--- src/shared/supervisor_defines.vh ---
`ifndef SUPERVISOR_DEFINES_VH
`define SUPERVISOR_DEFINES_VH
// timing in its own unit, cycles derived at 100 MHz
`define CLK_MHZ             100
`define MR_QUAL_US          25
`define MR_QUAL_CYC         (`MR_QUAL_US * `CLK_MHZ + 1)
`define MR_DELAY_US         12
`define MR_DELAY_CYC        (`MR_DELAY_US * `CLK_MHZ)
`define RST_TIMEOUT_MS      140
`define RST_TIMEOUT_CYC     (`RST_TIMEOUT_MS * 100000)
`define WD_T0_US            6200
`define WD_T1_US            102000
`define WD_T2_US            1600000
`define WD_T3_US            25600000
`define WD_CYC(us)          ((us) * `CLK_MHZ)
`define CNT_W               32
`define WD_SEL_RST          2'h1
`define RST_POL_RST         1'b0
`endif

--- src/design/supply_supervisor_watchdog.v ---
// Operation
// - reset asserts whenever the supply is below threshold
// - reset released only after supply stays good one full timeout
// - reset polarity is a build option, timing identical
// - manual reset qualified after 25 us low, asserts 12 us later
// - reset held while manual input low, plus one timeout after
// - power-fail warning low when sense is below reference
// - power-fail path is independent and never touches reset
// - low-line warning low below trip, hysteresis before release
// - any watchdog input edge restarts the watchdog counter
// - processor toggles within timeout; otherwise reset asserts
// - watchdog timeout chosen from four factory values
`timescale 1ns/10ps
`include "supervisor_defines.vh"
module supply_supervisor_watchdog #(
    parameter        RESET_ACTIVE_HIGH = `RST_POL_RST,
    parameter [1:0]  WD_SEL            = `WD_SEL_RST,
    parameter [31:0] RST_TIMEOUT_CYC   = `RST_TIMEOUT_CYC,
    parameter [31:0] WD_CYC0           = `WD_CYC(`WD_T0_US),
    parameter [31:0] WD_CYC1           = `WD_CYC(`WD_T1_US),
    parameter [31:0] WD_CYC2           = `WD_CYC(`WD_T2_US),
    parameter [31:0] WD_CYC3           = `WD_CYC(`WD_T3_US),
    parameter [31:0] MR_QUAL_CYC       = `MR_QUAL_CYC,
    parameter [31:0] MR_DELAY_CYC      = `MR_DELAY_CYC
)(
    input  wire mclk_i,
    input  wire rst_i,
    input  wire supply_below_rst_i,
    input  wire supply_below_low_line_i,
    input  wire supply_above_low_line_hyst_i,
    input  wire manual_reset_n_i,
    input  wire watchdog_activity_in_i,
    input  wire power_fail_sense_below_ref_i,
    output reg  reset_o,
    output reg  power_fail_warn_n_o,
    output wire low_line_warn_n_o
);
    ////////////////////////////////////////////////////////////////////////
    // hold drives reset and runs the timeout, run watches the activity line
    localparam ST_HOLD    = 2'h0;
    localparam ST_RUN     = 2'h1;
    // watchdog option codes
    localparam WD_SHORT   = 2'h0;
    localparam WD_MEDIUM  = 2'h1;
    localparam WD_LONG    = 2'h2;
    localparam WD_LONGEST = 2'h3;

    // 32 bits hold the longest watchdog option at this clock
    reg  [1:0]  state_ff;
    reg  [1:0]  nxt_state;
    reg  [31:0] tmo_ff;
    reg  [31:0] nxt_tmo;
    reg  [31:0] wd_ff;
    reg  [31:0] nxt_wd;
    reg         wdi_ff;
    reg         nxt_wdi;
    reg         nxt_reset;
    reg         nxt_pf_warn_n;
    reg  [31:0] wd_limit;
    wire        mr_hold;
    wire        wd_edge;
    wire        force_rst;
    wire        tmo_done;
    wire        wd_expired;
    wire        reset_level;
    wire        release_level;

    ////////////////////////////////////////////////////////////////////////
    manual_reset_filter #(
        .QUAL_CYC  (MR_QUAL_CYC),
        .DELAY_CYC (MR_DELAY_CYC)
    ) u_mr (
        .mclk_i           (mclk_i),
        .rst_i            (rst_i),
        .manual_reset_n_i (manual_reset_n_i),
        .hold_o           (mr_hold)
    );

    line_hysteresis u_llo (
        .mclk_i          (mclk_i),
        .rst_i           (rst_i),
        .below_trip_i    (supply_below_low_line_i),
        .above_release_i (supply_above_low_line_hyst_i),
        .warn_n_o        (low_line_warn_n_o)
    );

    ////////////////////////////////////////////////////////////////////////
    // the option is fixed at build time, so this folds to a constant
    always @*
    begin
        case (WD_SEL)
            WD_SHORT:
            begin
                wd_limit = WD_CYC0;
            end
            WD_MEDIUM:
            begin
                wd_limit = WD_CYC1;
            end
            WD_LONG:
            begin
                wd_limit = WD_CYC2;
            end
            default:
            begin
                wd_limit = WD_CYC3;
            end
        endcase
    end

    ////////////////////////////////////////////////////////////////////////
    // a debounced manual hold counts as a cause just like a brownout
    assign wd_edge       = wdi_ff ^ watchdog_activity_in_i;
    assign force_rst     = supply_below_rst_i | mr_hold;
    assign tmo_done      = (tmo_ff >= RST_TIMEOUT_CYC - 32'h1);
    assign wd_expired    = (wd_ff >= wd_limit - 32'h1);
    assign reset_level   = RESET_ACTIVE_HIGH[0];
    assign release_level = ~RESET_ACTIVE_HIGH[0];

    always @*
    begin
        case (state_ff)
            ST_HOLD:
            begin
                if (!force_rst && tmo_done)
                begin
                    nxt_state = ST_RUN;
                end
                else
                begin
                    nxt_state = ST_HOLD;
                end
            end
            ST_RUN:
            begin
                if (force_rst)
                begin
                    nxt_state = ST_HOLD;
                end
                else if (!wd_edge && wd_expired)
                begin
                    // an edge in the expiry cycle still counts as activity
                    nxt_state = ST_HOLD;
                end
                else
                begin
                    nxt_state = ST_RUN;
                end
            end
            default:
            begin
                nxt_state = ST_HOLD;
            end
        endcase
    end

    always @*
    begin
        case (state_ff)
            ST_HOLD:
            begin
                if (force_rst || tmo_done)
                begin
                    // a new cause restarts the full timeout
                    nxt_tmo = 32'h0;
                end
                else
                begin
                    nxt_tmo = tmo_ff + 32'h1;
                end
            end
            default:
            begin
                nxt_tmo = 32'h0;
            end
        endcase
    end

    always @*
    begin
        case (state_ff)
            ST_RUN:
            begin
                if (force_rst || wd_edge || wd_expired)
                begin
                    // expiry clears the count for the restart after the hold
                    nxt_wd = 32'h0;
                end
                else
                begin
                    nxt_wd = wd_ff + 32'h1;
                end
            end
            default:
            begin
                // the activity line is ignored while the cpu is held
                nxt_wd = 32'h0;
            end
        endcase
    end

    // the polarity option only swaps the two levels, timing is shared
    always @*
    begin
        if (nxt_state == ST_HOLD)
        begin
            nxt_reset = reset_level;
        end
        else
        begin
            nxt_reset = release_level;
        end
    end

    // sampled every cycle, hold included, so release brings no false edge
    always @*
    begin
        nxt_wdi = watchdog_activity_in_i;
    end

    ////////////////////////////////////////////////////////////////////////
    // one register per process keeps each reset value beside its update
    always @(posedge mclk_i)
    begin
        if (rst_i)
        begin
            state_ff <= ST_HOLD;
        end
        else
        begin
            state_ff <= nxt_state;
        end
    end

    always @(posedge mclk_i)
    begin
        if (rst_i)
        begin
            tmo_ff <= 32'h0;
        end
        else
        begin
            tmo_ff <= nxt_tmo;
        end
    end

    always @(posedge mclk_i)
    begin
        if (rst_i)
        begin
            wd_ff <= 32'h0;
        end
        else
        begin
            wd_ff <= nxt_wd;
        end
    end

    always @(posedge mclk_i)
    begin
        if (rst_i)
        begin
            wdi_ff <= 1'b0;
        end
        else
        begin
            wdi_ff <= nxt_wdi;
        end
    end

    always @(posedge mclk_i)
    begin
        if (rst_i)
        begin
            reset_o <= reset_level;
        end
        else
        begin
            reset_o <= nxt_reset;
        end
    end

    ////////////////////////////////////////////////////////////////////////
    // kept apart from the reset state so a sense fault cannot reset the cpu
    always @*
    begin
        nxt_pf_warn_n = ~power_fail_sense_below_ref_i;
    end

    always @(posedge mclk_i)
    begin
        if (rst_i)
        begin
            power_fail_warn_n_o <= 1'b0;
        end
        else
        begin
            power_fail_warn_n_o <= nxt_pf_warn_n;
        end
    end
endmodule

--- src/design/manual_reset_filter.v ---
`timescale 1ns/10ps
`include "supervisor_defines.vh"
module manual_reset_filter #(
    parameter [31:0] QUAL_CYC  = `MR_QUAL_CYC,
    parameter [31:0] DELAY_CYC = `MR_DELAY_CYC
)(
    input  wire mclk_i,
    input  wire rst_i,
    input  wire manual_reset_n_i,
    output reg  hold_o
);
    reg [31:0] cnt_ff;
    always @(posedge mclk_i)
    begin
        if (rst_i)
        begin
            cnt_ff <= 32'h0;
            hold_o <= 1'b0;
        end
        else if (manual_reset_n_i)
        begin
            cnt_ff <= 32'h0;
            hold_o <= 1'b0;
        end
        else if (cnt_ff < QUAL_CYC + DELAY_CYC)
        begin
            // qualify low time, then the fixed assertion delay
            cnt_ff <= cnt_ff + 32'h1;
        end
        else
        begin
            hold_o <= 1'b1;
        end
    end
endmodule

--- src/design/line_hysteresis.v ---
`timescale 1ns/10ps
module line_hysteresis (
    input  wire mclk_i,
    input  wire rst_i,
    input  wire below_trip_i,
    input  wire above_release_i,
    output reg  warn_n_o
);
    // trip and release levels come from two comparators so the band holds
    always @(posedge mclk_i)
    begin
        if (rst_i)
            warn_n_o <= 1'b0;
        else if (below_trip_i)
            warn_n_o <= 1'b0;
        else if (above_release_i)
            warn_n_o <= 1'b1;
    end
endmodule

--- config.mk ---
export PLATFORM = sky130hd
export DESIGN_NAME = supply_supervisor_watchdog
export DESIGN_NICKNAME = d
export VERILOG_FILES = /design/src/design/supply_supervisor_watchdog.v /design/src/design/manual_reset_filter.v /design/src/design/line_hysteresis.v
export VERILOG_INCLUDE_DIRS = /design/src /design/src/shared
export SDC_FILE = /design/constraint.sdc
export NUM_CORES = 1
export LEC_CHECK = 0
export BUFFER_PORTS_ARGS = -buffer_cell sky130_fd_sc_hd__buf_4
export CAP_MARGIN = 10
export CORE_MARGIN = 1
export CORE_UTILIZATION = 55
export CTS_CLUSTER_SIZE = 14
export DETAILED_ROUTE_END_ITERATION = 16
export PLACE_DENSITY = 0.74
export SLEW_MARGIN = 30
export SYNTH_ARGS = -nofsm -noshare
export SYNTH_HDL_FRONTEND = slang
export SYNTH_HIERARCHICAL = 1
export SYNTH_SLANG_ARGS = --single-unit
--- constraint.sdc ---
create_clock -name mclk_i -period 1.7 [get_ports mclk_i]
set_clock_uncertainty 0.05 [all_clocks]
set_input_delay 0.51 -clock mclk_i [delete_from_list [all_inputs] [get_ports mclk_i]]
set_output_delay 0.51 -clock mclk_i [all_outputs]
set_load 0.005 [all_outputs]
==> results of run 1 <==
through the flow:
stage | hold slack (ps) | instance area (sq um)
floorplan | 378 | 4170
global placement | 413 | 4700
detailed placement | 421 | 4700
CTS | 227 | 5030
global route | 231 | 5260
finish | 243 | 5260
timing repair:
action                                  4_1_cts  5_1_grt
cloned                                        3        1
pin swaps                                     6       29
resized for setup                             9       53
endpoints found under the setup margin       53       59
setup buffers                                 2        3
metal layers:
| layer | share of wire [%] | vias to the layer above | routed length [um] |
|---|---|---|---|
| met2 | 49 | 41 | 4110 |
| met1 | 47 | 1533 | 3900 |
| met3 | 2.6 | 9 | 220 |
| met5 | 0 | - | 0 |
| met4 | 1.3 | 0 | 106 |
| li1 | - | 1622 | - |
cell usage after synthesis, drive strengths merged, types with 2 or more instances:
cell type | n | area share, %
a211oi | 3 | 0.67
a21boi | 3 | 0.55
a21oi | 3 | 0.37
a31oi | 2 | 0.31
and2 | 25 | 3.8
and3 | 9 | 1.4
and4 | 4 | 0.92
buf | 7 | 1.5
clkbuf | 3 | 0.28
dfxtp | 101 | 49
ha | 4 | 1.2
inv | 7 | 0.64
mux2i | 6 | 1.5
nand2 | 33 | 3.0
nand3 | 23 | 3.1
nand4 | 18 | 3.1
nand4b | 3 | 0.64
nor2 | 61 | 5.6
nor2b | 3 | 0.46
nor3 | 7 | 0.98
nor4 | 13 | 3.8
nor4b | 2 | 0.73
o21ai | 2 | 0.24
o311ai | 2 | 0.43
o31ai | 3 | 0.55
o41ai | 2 | 0.43
or3 | 7 | 1.1
or4 | 7 | 1.4
xnor2 | 14 | 3.0
xor2 | 30 | 6.4
sequential cells by signal, indices dropped and copies added (netlist names):
| signal | count |
|---|---|
| u_mr/hold_o | 1 |
| u_mr/cnt_ff | 32 |
| power_fail_warn_n_o | 1 |
| wd_ff | 32 |
| u_llo/warn_n_o | 1 |
| tmo_ff | 32 |
| reset_o | 1 |
| wdi_ff | 1 |
critical path: cells and delay by family, from the launching register on:
family | cells | cell delay (ps)
simple gates | 3 | 750
compound gates | 2 | 540
flops | 1 | 310
buf+inv | 1 | 180
kinds of logic after synthesis:
logic type | synth area share (%)
AO/OA/AOI/OAI | 5.21
other | 0.0918
adder cells (fa/ha/maj) | 1.22
buffers and inverters | 2.45
AND/OR/NAND/NOR | 30.6
multiplexers | 1.47
flip-flops | 49.5
XOR/XNOR | 9.43
report_power, final:
part,leakage (uW),internal [uW],switching (uW)
Sequential,0.000828,2390,12.4
Clock,0.000114,837,816
Combinational,0.000983,45.3,46.1
cell type report:
cell class	count	area, sq um	area share (%)
clock buffers	9	124	2.36
flip-flops and latches	101	2040	38.8
well taps	99	124	2.36
inverters	7	26.3	0.500
clock inverters	7	96.3	1.83
multi-input cells	318	2290	43.5
repair buffers	66	557	10.6
path summary, 6_finish.rpt:
kind	startpoint	to	slack [ps]	cells past startpoint
min	power_fail_sense_below_ref_i	power_fail_warn_n_o	240	2
max	wd_ff[30]	wd_ff[3]	-190	6
min reg2reg	u_mr/cnt_ff[15]	u_mr/cnt_ff[15]	450	1
max reg2reg	wd_ff[30]	wd_ff[3]	-190	6
==> flow_summary.ini, run 1 <==
[status]
status = finished with violations
failed_checks = setup timing

[finish]
nFillCells = 505
final_core_util_pct = 72.8
num_antenna_cells = 0
areaGrowthSynthToFinish_pct = 28.6
layout_commonest_cell = dfxtp_1
drive_gt1_share_pct = 30.7
fin_nets = 515
most-common-layout-cells = dfxtp_1 (86), buf_4 (58), nor2_1 (40), nand2_1 (32), xor2_1 (30)
instances_no_fill = 607

[sta]
setup_viol_count_final = 48
fin_crit_sh_pct = 111
timing.final.hold_violations = 0
fin_ws_ps = -188
setup_tns_ps = -4430
drv_slew = 0
fmax_mhz = 530
rsz0062_at_grt = yes
min_period_ps = 1890

[power_and_ir_drop]
vdd_drop_max_uv = 845
power_uw = 4150
p_leak_uw = 0.00192
p_per_area_mw_per_mm2 = 790

[global_routing]
grt_remaining_overflow = 0
grt_pass1_wl_mm = 12.5
grt_util_met2_pct = 34.8
met1_usage_pct = 26.7
top_usage_layer = met2
grt_max_degree = 23
grtUsageMet3_pct = 4.81
grt_use_total_pct = 20.7
antenna_found_initial = 0
grt_pass1_vias = 2856

[yosys]
ys.flop_type = dfxtp_1
yosys_warnings = 6
async_reset_ff_share_pct = 0
synth_area_sq_mm = 0.00409
ys_seq_elements = 101
syn_avg_cell_area_sq_um = 9.78
ys_seq_area_share_pct = 49.5
synth_edf_count = 0
synth_cell_type_count = 53
netlist_instances = 418

[drt]
postRouteAntennaNets = 0
drc = 0
first_pass_iters = 4
vias = 3205
drt-wirelength-per-cell_um = 13.7
drt-vias-per-instance = 5.28
routed_wl_mm = 8.34
drt_iter0_drc = 107

[placed_design]
pre_cts_ws_ps = -193
place_inst = 582
io_buffer_count = 10
gp_congestion = 0.773
dpl.hpwl_mm = 5.08

[floorplan]
pin_count = 11
die_area_sq_mm = 0.00778
start_util_pct = 56.6
rows = 31
die_y_um = 88.2
die_w_um = 88.2
core_sq_mm = 0.00721

[critical_path]
worst_setup_path_end_kind = flop
arrival_ps = 2130
critPathMaxFanout = 11
required_ps = 1940
critPathKind = reg2reg
cp_slowest_stage_delay_ps = 520
worstSetupStartpointType = flop
slowest_stage = or4_4
path_cells = or4_4, a211oi_2, nand4_1, a41o_2, clkbuf_16, nor2_1

[worst_hold_path]
hp-class = in2reg

[clocking]
clock_sinks = 101
root_buffer = clkbuf_8
cts_hold_buf = 0
clockBufferDepth = 2
clk_transition_reported_paths_ps = 100
tritoncts = built
clock_latency_ps = 360
cts-buffers-inserted = 9
cts-htree-levels = 3

[flow_run]
maxCapViolations = 0
Power figures use the tool's default switching activity.
==> inputs of run 2 (changes only) <==
- MAX_ROUTING_LAYER: not set -> met4
==> run 2 against run 1 <==
Against the previous run: critical path type unchanged; sequential share of layout area grew 0.074 points; the run still ends with setup timing left; largest cell class unchanged; global-route usage is 0.65 points higher; register-to-register slack worse by 20 ps.
==> flow_summary.ini, run 2 (synthesis gave the netlist of run 1 again) <==
[global_routing]
grt_use_total_pct = 21.3
grt_remaining_overflow = 0
grt_pass1_vias = 2857
grt_max_degree = 23
grt_pass1_wl_mm = 12.5
antenna_found_initial = 0

[drt]
drt_iter0_drc = 107
routed_wl_mm = 8.35
vias = 3212
first_pass_iters = 4
drt-vias-per-instance = 5.29
drc = 0
postRouteAntennaNets = 0
drt-wirelength-per-cell_um = 13.8

[flow_run]
maxCapViolations = 0

[worst_hold_path]
min_path_cells = 2
hold_path_end = power_fail_warn_n_o
hp-class = in2reg
hp-start = power_fail_sense_below_ref_i

[finish]
num_antenna_cells = 0
drive_gt1_share_pct = 29.9
most-common-layout-cells = dfxtp_1 (86), buf_4 (58), nor2_1 (44), nand2_1 (32), xor2_1 (30)
largest_registers = tmo_ff (32), u_mr/cnt_ff (32), wd_ff (32)
layout_commonest_cell = dfxtp_1
areaGrowthSynthToFinish_pct = 28.4
fin_nets = 515
final_core_util_pct = 72.7

[placed_design]
gp_congestion = 0.784
io_buffer_count = 10
dpl.hpwl_mm = 5.08

[sta]
drv_slew = 0
setup_viol_count_final = 49
timing.final.hold_violations = 0
fmax_mhz = 525
rsz0062_at_grt = yes
min_period_ps = 1910
fin_ws_ps = -205
fin_crit_sh_pct = 112

[critical_path]
critPathMaxFanout = 11
r2r.worst_path.cells = 6
worst_setup_path_end_kind = flop
required_ps = 1950
arrival_ps = 2150
r2r_slack_ps = -210
r2r-end = wd_ff[10]
worstSetupStartpointType = flop
r2r_start = wd_ff[30]
critPathKind = reg2reg

[clocking]
root_buffer = clkbuf_8
cts_hold_buf = 0
cts-buffers-inserted = 9
clockBufferDepth = 2
clk_transition_reported_paths_ps = 100
clock_sinks = 101
clock_latency_ps = 360
cts-htree-levels = 3
tritoncts = built

[power_and_ir_drop]
p_leak_uw = 0.00192
power_uw = 4150
p_per_area_mw_per_mm2 = 791
vdd_drop_max_uv = 851

[status]
failed_checks = setup timing
status = finished with violations

[floorplan]
rows = 31
die_w_um = 88.2
die_area_sq_mm = 0.00778
pin_count = 11
core_sq_mm = 0.00721
start_util_pct = 56.6
die_y_um = 88.2
## run 2: cell types whose count changed in the layout (fill, tap and decap cells not counted)
cell / before / now
nor2_1: 40 / 44
nor2_2: 21 / 17
## run 2: area by class of cell
cell class,count,area (sq um)
fill,509,1970
inverter,7,26.3
clock inverter,7,96.3
sequential,101,2040
timing repair buffer,66,557
tap,99,124
clock buffer,9,124
multi-input combinational,318,2280
## run 2: per-stage QoR
step | worst slack (ps) | std cells | TNS, ps | instance area (sq um) | hold slack [ps]
floorplan | -59.6 | 433 | -1200 | 4170 | 378
CTS | -155 | 603 | -5830 | 5030 | 227
global placement | -111 | 582 | -4280 | 4700 | 413
finish | -205 | 607 | -4690 | 5250 | 241
global route | -249 | 607 | -8240 | 5250 | 231
detailed placement | -193 | 582 | -6760 | 4700 | 421
## run 2: where the power goes
part / switching [uW] / internal (uW) / total, uW
clock network: 813 / 837 / 1650
logic: 46.5 / 45.3 / 91.8
registers: 13.1 / 2390 / 2400
total: 873 / 3270 / 4150
## run 2: worst max-delay path: stages, from the launching register on
cell,delay (ps)
dfxtp_1,320
or4_4,530
a211oi_2,230
nand4_1,150
a41o_2,310
clkbuf_16,180
nor2_1,90
## run 2: how the worst max path moves through the flow
stage	endpoint	slack, ps	cells after the start	start
after CTS	wd_ff[19]	-150	6	wd_ff[25]
after detailed placement	wd_ff[19]	-190	6	wd_ff[30]
after floorplan	wd_ff[23]	-60	6	wd_ff[30]
final	wd_ff[10]	-210	6	wd_ff[30]
after global routing	wd_ff[1]	-250	6	wd_ff[30]
after global placement	wd_ff[19]	-110	6	wd_ff[30]
## run 2: metal layers
metal	up-vias	track usage, %	routed length (um)
li1	1629	-	-
met1	1523	26.7	3860
met2	49	34.7	4170
met3	11	4.81	214
met4	0	5.72	108
met5	-	-	0
## run 2: timing repair
item / 4_1_cts / 5_1_grt
gates resized for setup: 9 / 49
buffers inserted: 2 / 3
endpoints found under the setup margin: 53 / 59
pin swaps: 6 / 29
cloned: 3 / 1
==> inputs of run 3 (changes only) <==
- CORE_ASPECT_RATIO: not set -> 1.5
- GPL_TIMING_DRIVEN: not set -> 0
- TNS_END_PERCENT: not set -> 5
==> run 3 against run 2 <==
Against the previous run: the flow still finishes with violations (setup timing); critical path depth is the same; highest routed layer unchanged; die area is essentially flat; hold slack lost 1.0 ps; largest cell class unchanged; largest power group unchanged; first-iteration DRC count grew 54%; worst setup slack lost 5.6 ps.
==> flow_summary.ini, run 3 (synthesis gave the netlist of run 1 again) <==
[floorplan]
rows = 38
die_w_um = 72.4
start_util_pct = 56.5
die_y_um = 108
core_sq_mm = 0.00723
pin_count = 11
die_area_sq_mm = 0.00779

[finish]
final_core_util_pct = 68.4
most-common-layout-cells = dfxtp_1 (88), nand2_1 (32), nor2_1 (31), xor2_1 (30), nor2_2 (28)
largest_registers = tmo_ff (32), u_mr/cnt_ff (32), wd_ff (32)
nFillCells = 589
areaGrowthSynthToFinish_pct = 21.0
drive_gt1_share_pct = 25.7
layout_commonest_cell = dfxtp_1
fin_nets = 475
num_antenna_cells = 0

[global_routing]
grt_use_total_pct = 23.1
grt_util_met2_pct = 40.2
antenna_found_initial = 0
grt_pass1_vias = 3122
grt_pass1_wl_mm = 13.5
grt_max_degree = 16
met1_usage_pct = 24.0
grt_remaining_overflow = 0
top_usage_layer = met2
grtUsageMet3_pct = 5.34

[clocking]
clockBufferDepth = 2
cts_hold_buf = 0
cts-buffers-inserted = 9
clock_sinks = 101
cts-htree-levels = 3
clk_transition_reported_paths_ps = 80
tritoncts = built
root_buffer = clkbuf_8
clock_latency_ps = 370

[critical_path]
arrival_ps = 2160
critPathMaxFanout = 6
slowest_stage = or4_4
cp_slowest_stage_delay_ps = 530
required_ps = 1950
worst_setup_path_end_kind = flop
worstSetupStartpointType = flop
critPathKind = reg2reg
path_cells = or4_4, a211oi_2, nand4_1, a41o_4, buf_6, nor2_2

[power_and_ir_drop]
p_leak_uw = 0.00175
power_uw = 4280
vdd_drop_max_uv = 598
p_per_area_mw_per_mm2 = 866

[sta]
tightest_slew_ps = 592
timing.final.hold_violations = 0
fin_ws_ps = -211
setup_tns_ps = -7560
hold_ws_ps = 240
rsz0062_at_grt = yes
fin_crit_sh_pct = 112
setup_viol_count_final = 50
min_period_ps = 1910
fmax_mhz = 523
drv_slew = 0
slew_headroom_pct = 60.2

[drt]
drt_iter0_drc = 165
drc = 0
first_pass_iters = 4
drt-vias-per-instance = 5.45
drt-wirelength-per-cell_um = 13.7
vias = 3090
routed_wl_mm = 7.76
postRouteAntennaNets = 0

[placed_design]
pre_cts_ws_ps = -490
io_buffer_count = 10
dpl.hpwl_mm = 5.16
gp_congestion = 0.907

[flow_run]
maxCapViolations = 0

[worst_hold_path]
hp-class = in2reg

[status]
status = finished with violations
failed_checks = setup timing
run 3: changes by cell type in the layout (fill, tap and decap cells not counted), moves of 3 or more:
cell | before | now
buf_4 | 58 | 14
nor2_1 | 44 | 31
nor2_2 | 17 | 28
buf_6 | 5 | 11
clkbuf_1 | 0 | 3
nand3_4 | 4 | 1
run 3: what timing repair did:
item                       4_1_cts  5_1_grt
gates resized for setup         24       53
gates cloned                     3        1
setup endpoints to repair       60       62
pin swaps                       13       19
buffers inserted                 5        1
run 3: worst paths after layout:
path,startpoint,end,slack [ps],cells after the start
hold reg to reg,wd_ff[0],wd_ff[0],400,1
setup / recovery,wd_ff[30],wd_ff[0],-210,6
setup reg to reg,wd_ff[30],wd_ff[0],-210,6
hold / removal,power_fail_sense_below_ref_i,power_fail_warn_n_o,240,2
run 3: routing by layer:
layer / routed length [um] / share of wire (%)
met5: 0 / 0
met4: 210 / 2.7
met3: 255 / 3.3
met2: 4190 / 54
met1: 3110 / 40
run 3: final cells by class:
class | count | area, sq um | share of cell area, %
Multi-Input combinational cell | 315 | 2260 | 45.8
Sequential cell | 101 | 2040 | 41.2
Timing Repair Buffer | 19 | 161 | 3.26
Clock buffer | 11 | 151 | 3.06
Tap cell | 100 | 125 | 2.53
Clock inverter | 4 | 95.1 | 1.92
Buffer | 10 | 83.8 | 1.69
Inverter | 7 | 26.3 | 0.531
run 3: stage by stage:
step / cells / instance area (sq um)
2_1_floorplan: 433 / 4160
3_3_place_gp: 543 / 4360
3_5_place_dp: 543 / 4360
4_1_cts: 565 / 4760
5_1_grt: 567 / 4950
6_report: 567 / 4950
run 3: worst max-delay path: cells and delay by family (launching register included):
| kind | cells | cell delay [ps] |
|---|---|---|
| simple gates | 3 | 780 |
| compound gates | 2 | 580 |
| flops | 1 | 300 |
| buf+inv | 1 | 140 |
run 3: where the power goes:
part	switching, uW	internal [uW]	total (uW)
combinational	38.7	33.6	72.3
clock	757	1050	1800
sequential	13.0	2390	2400
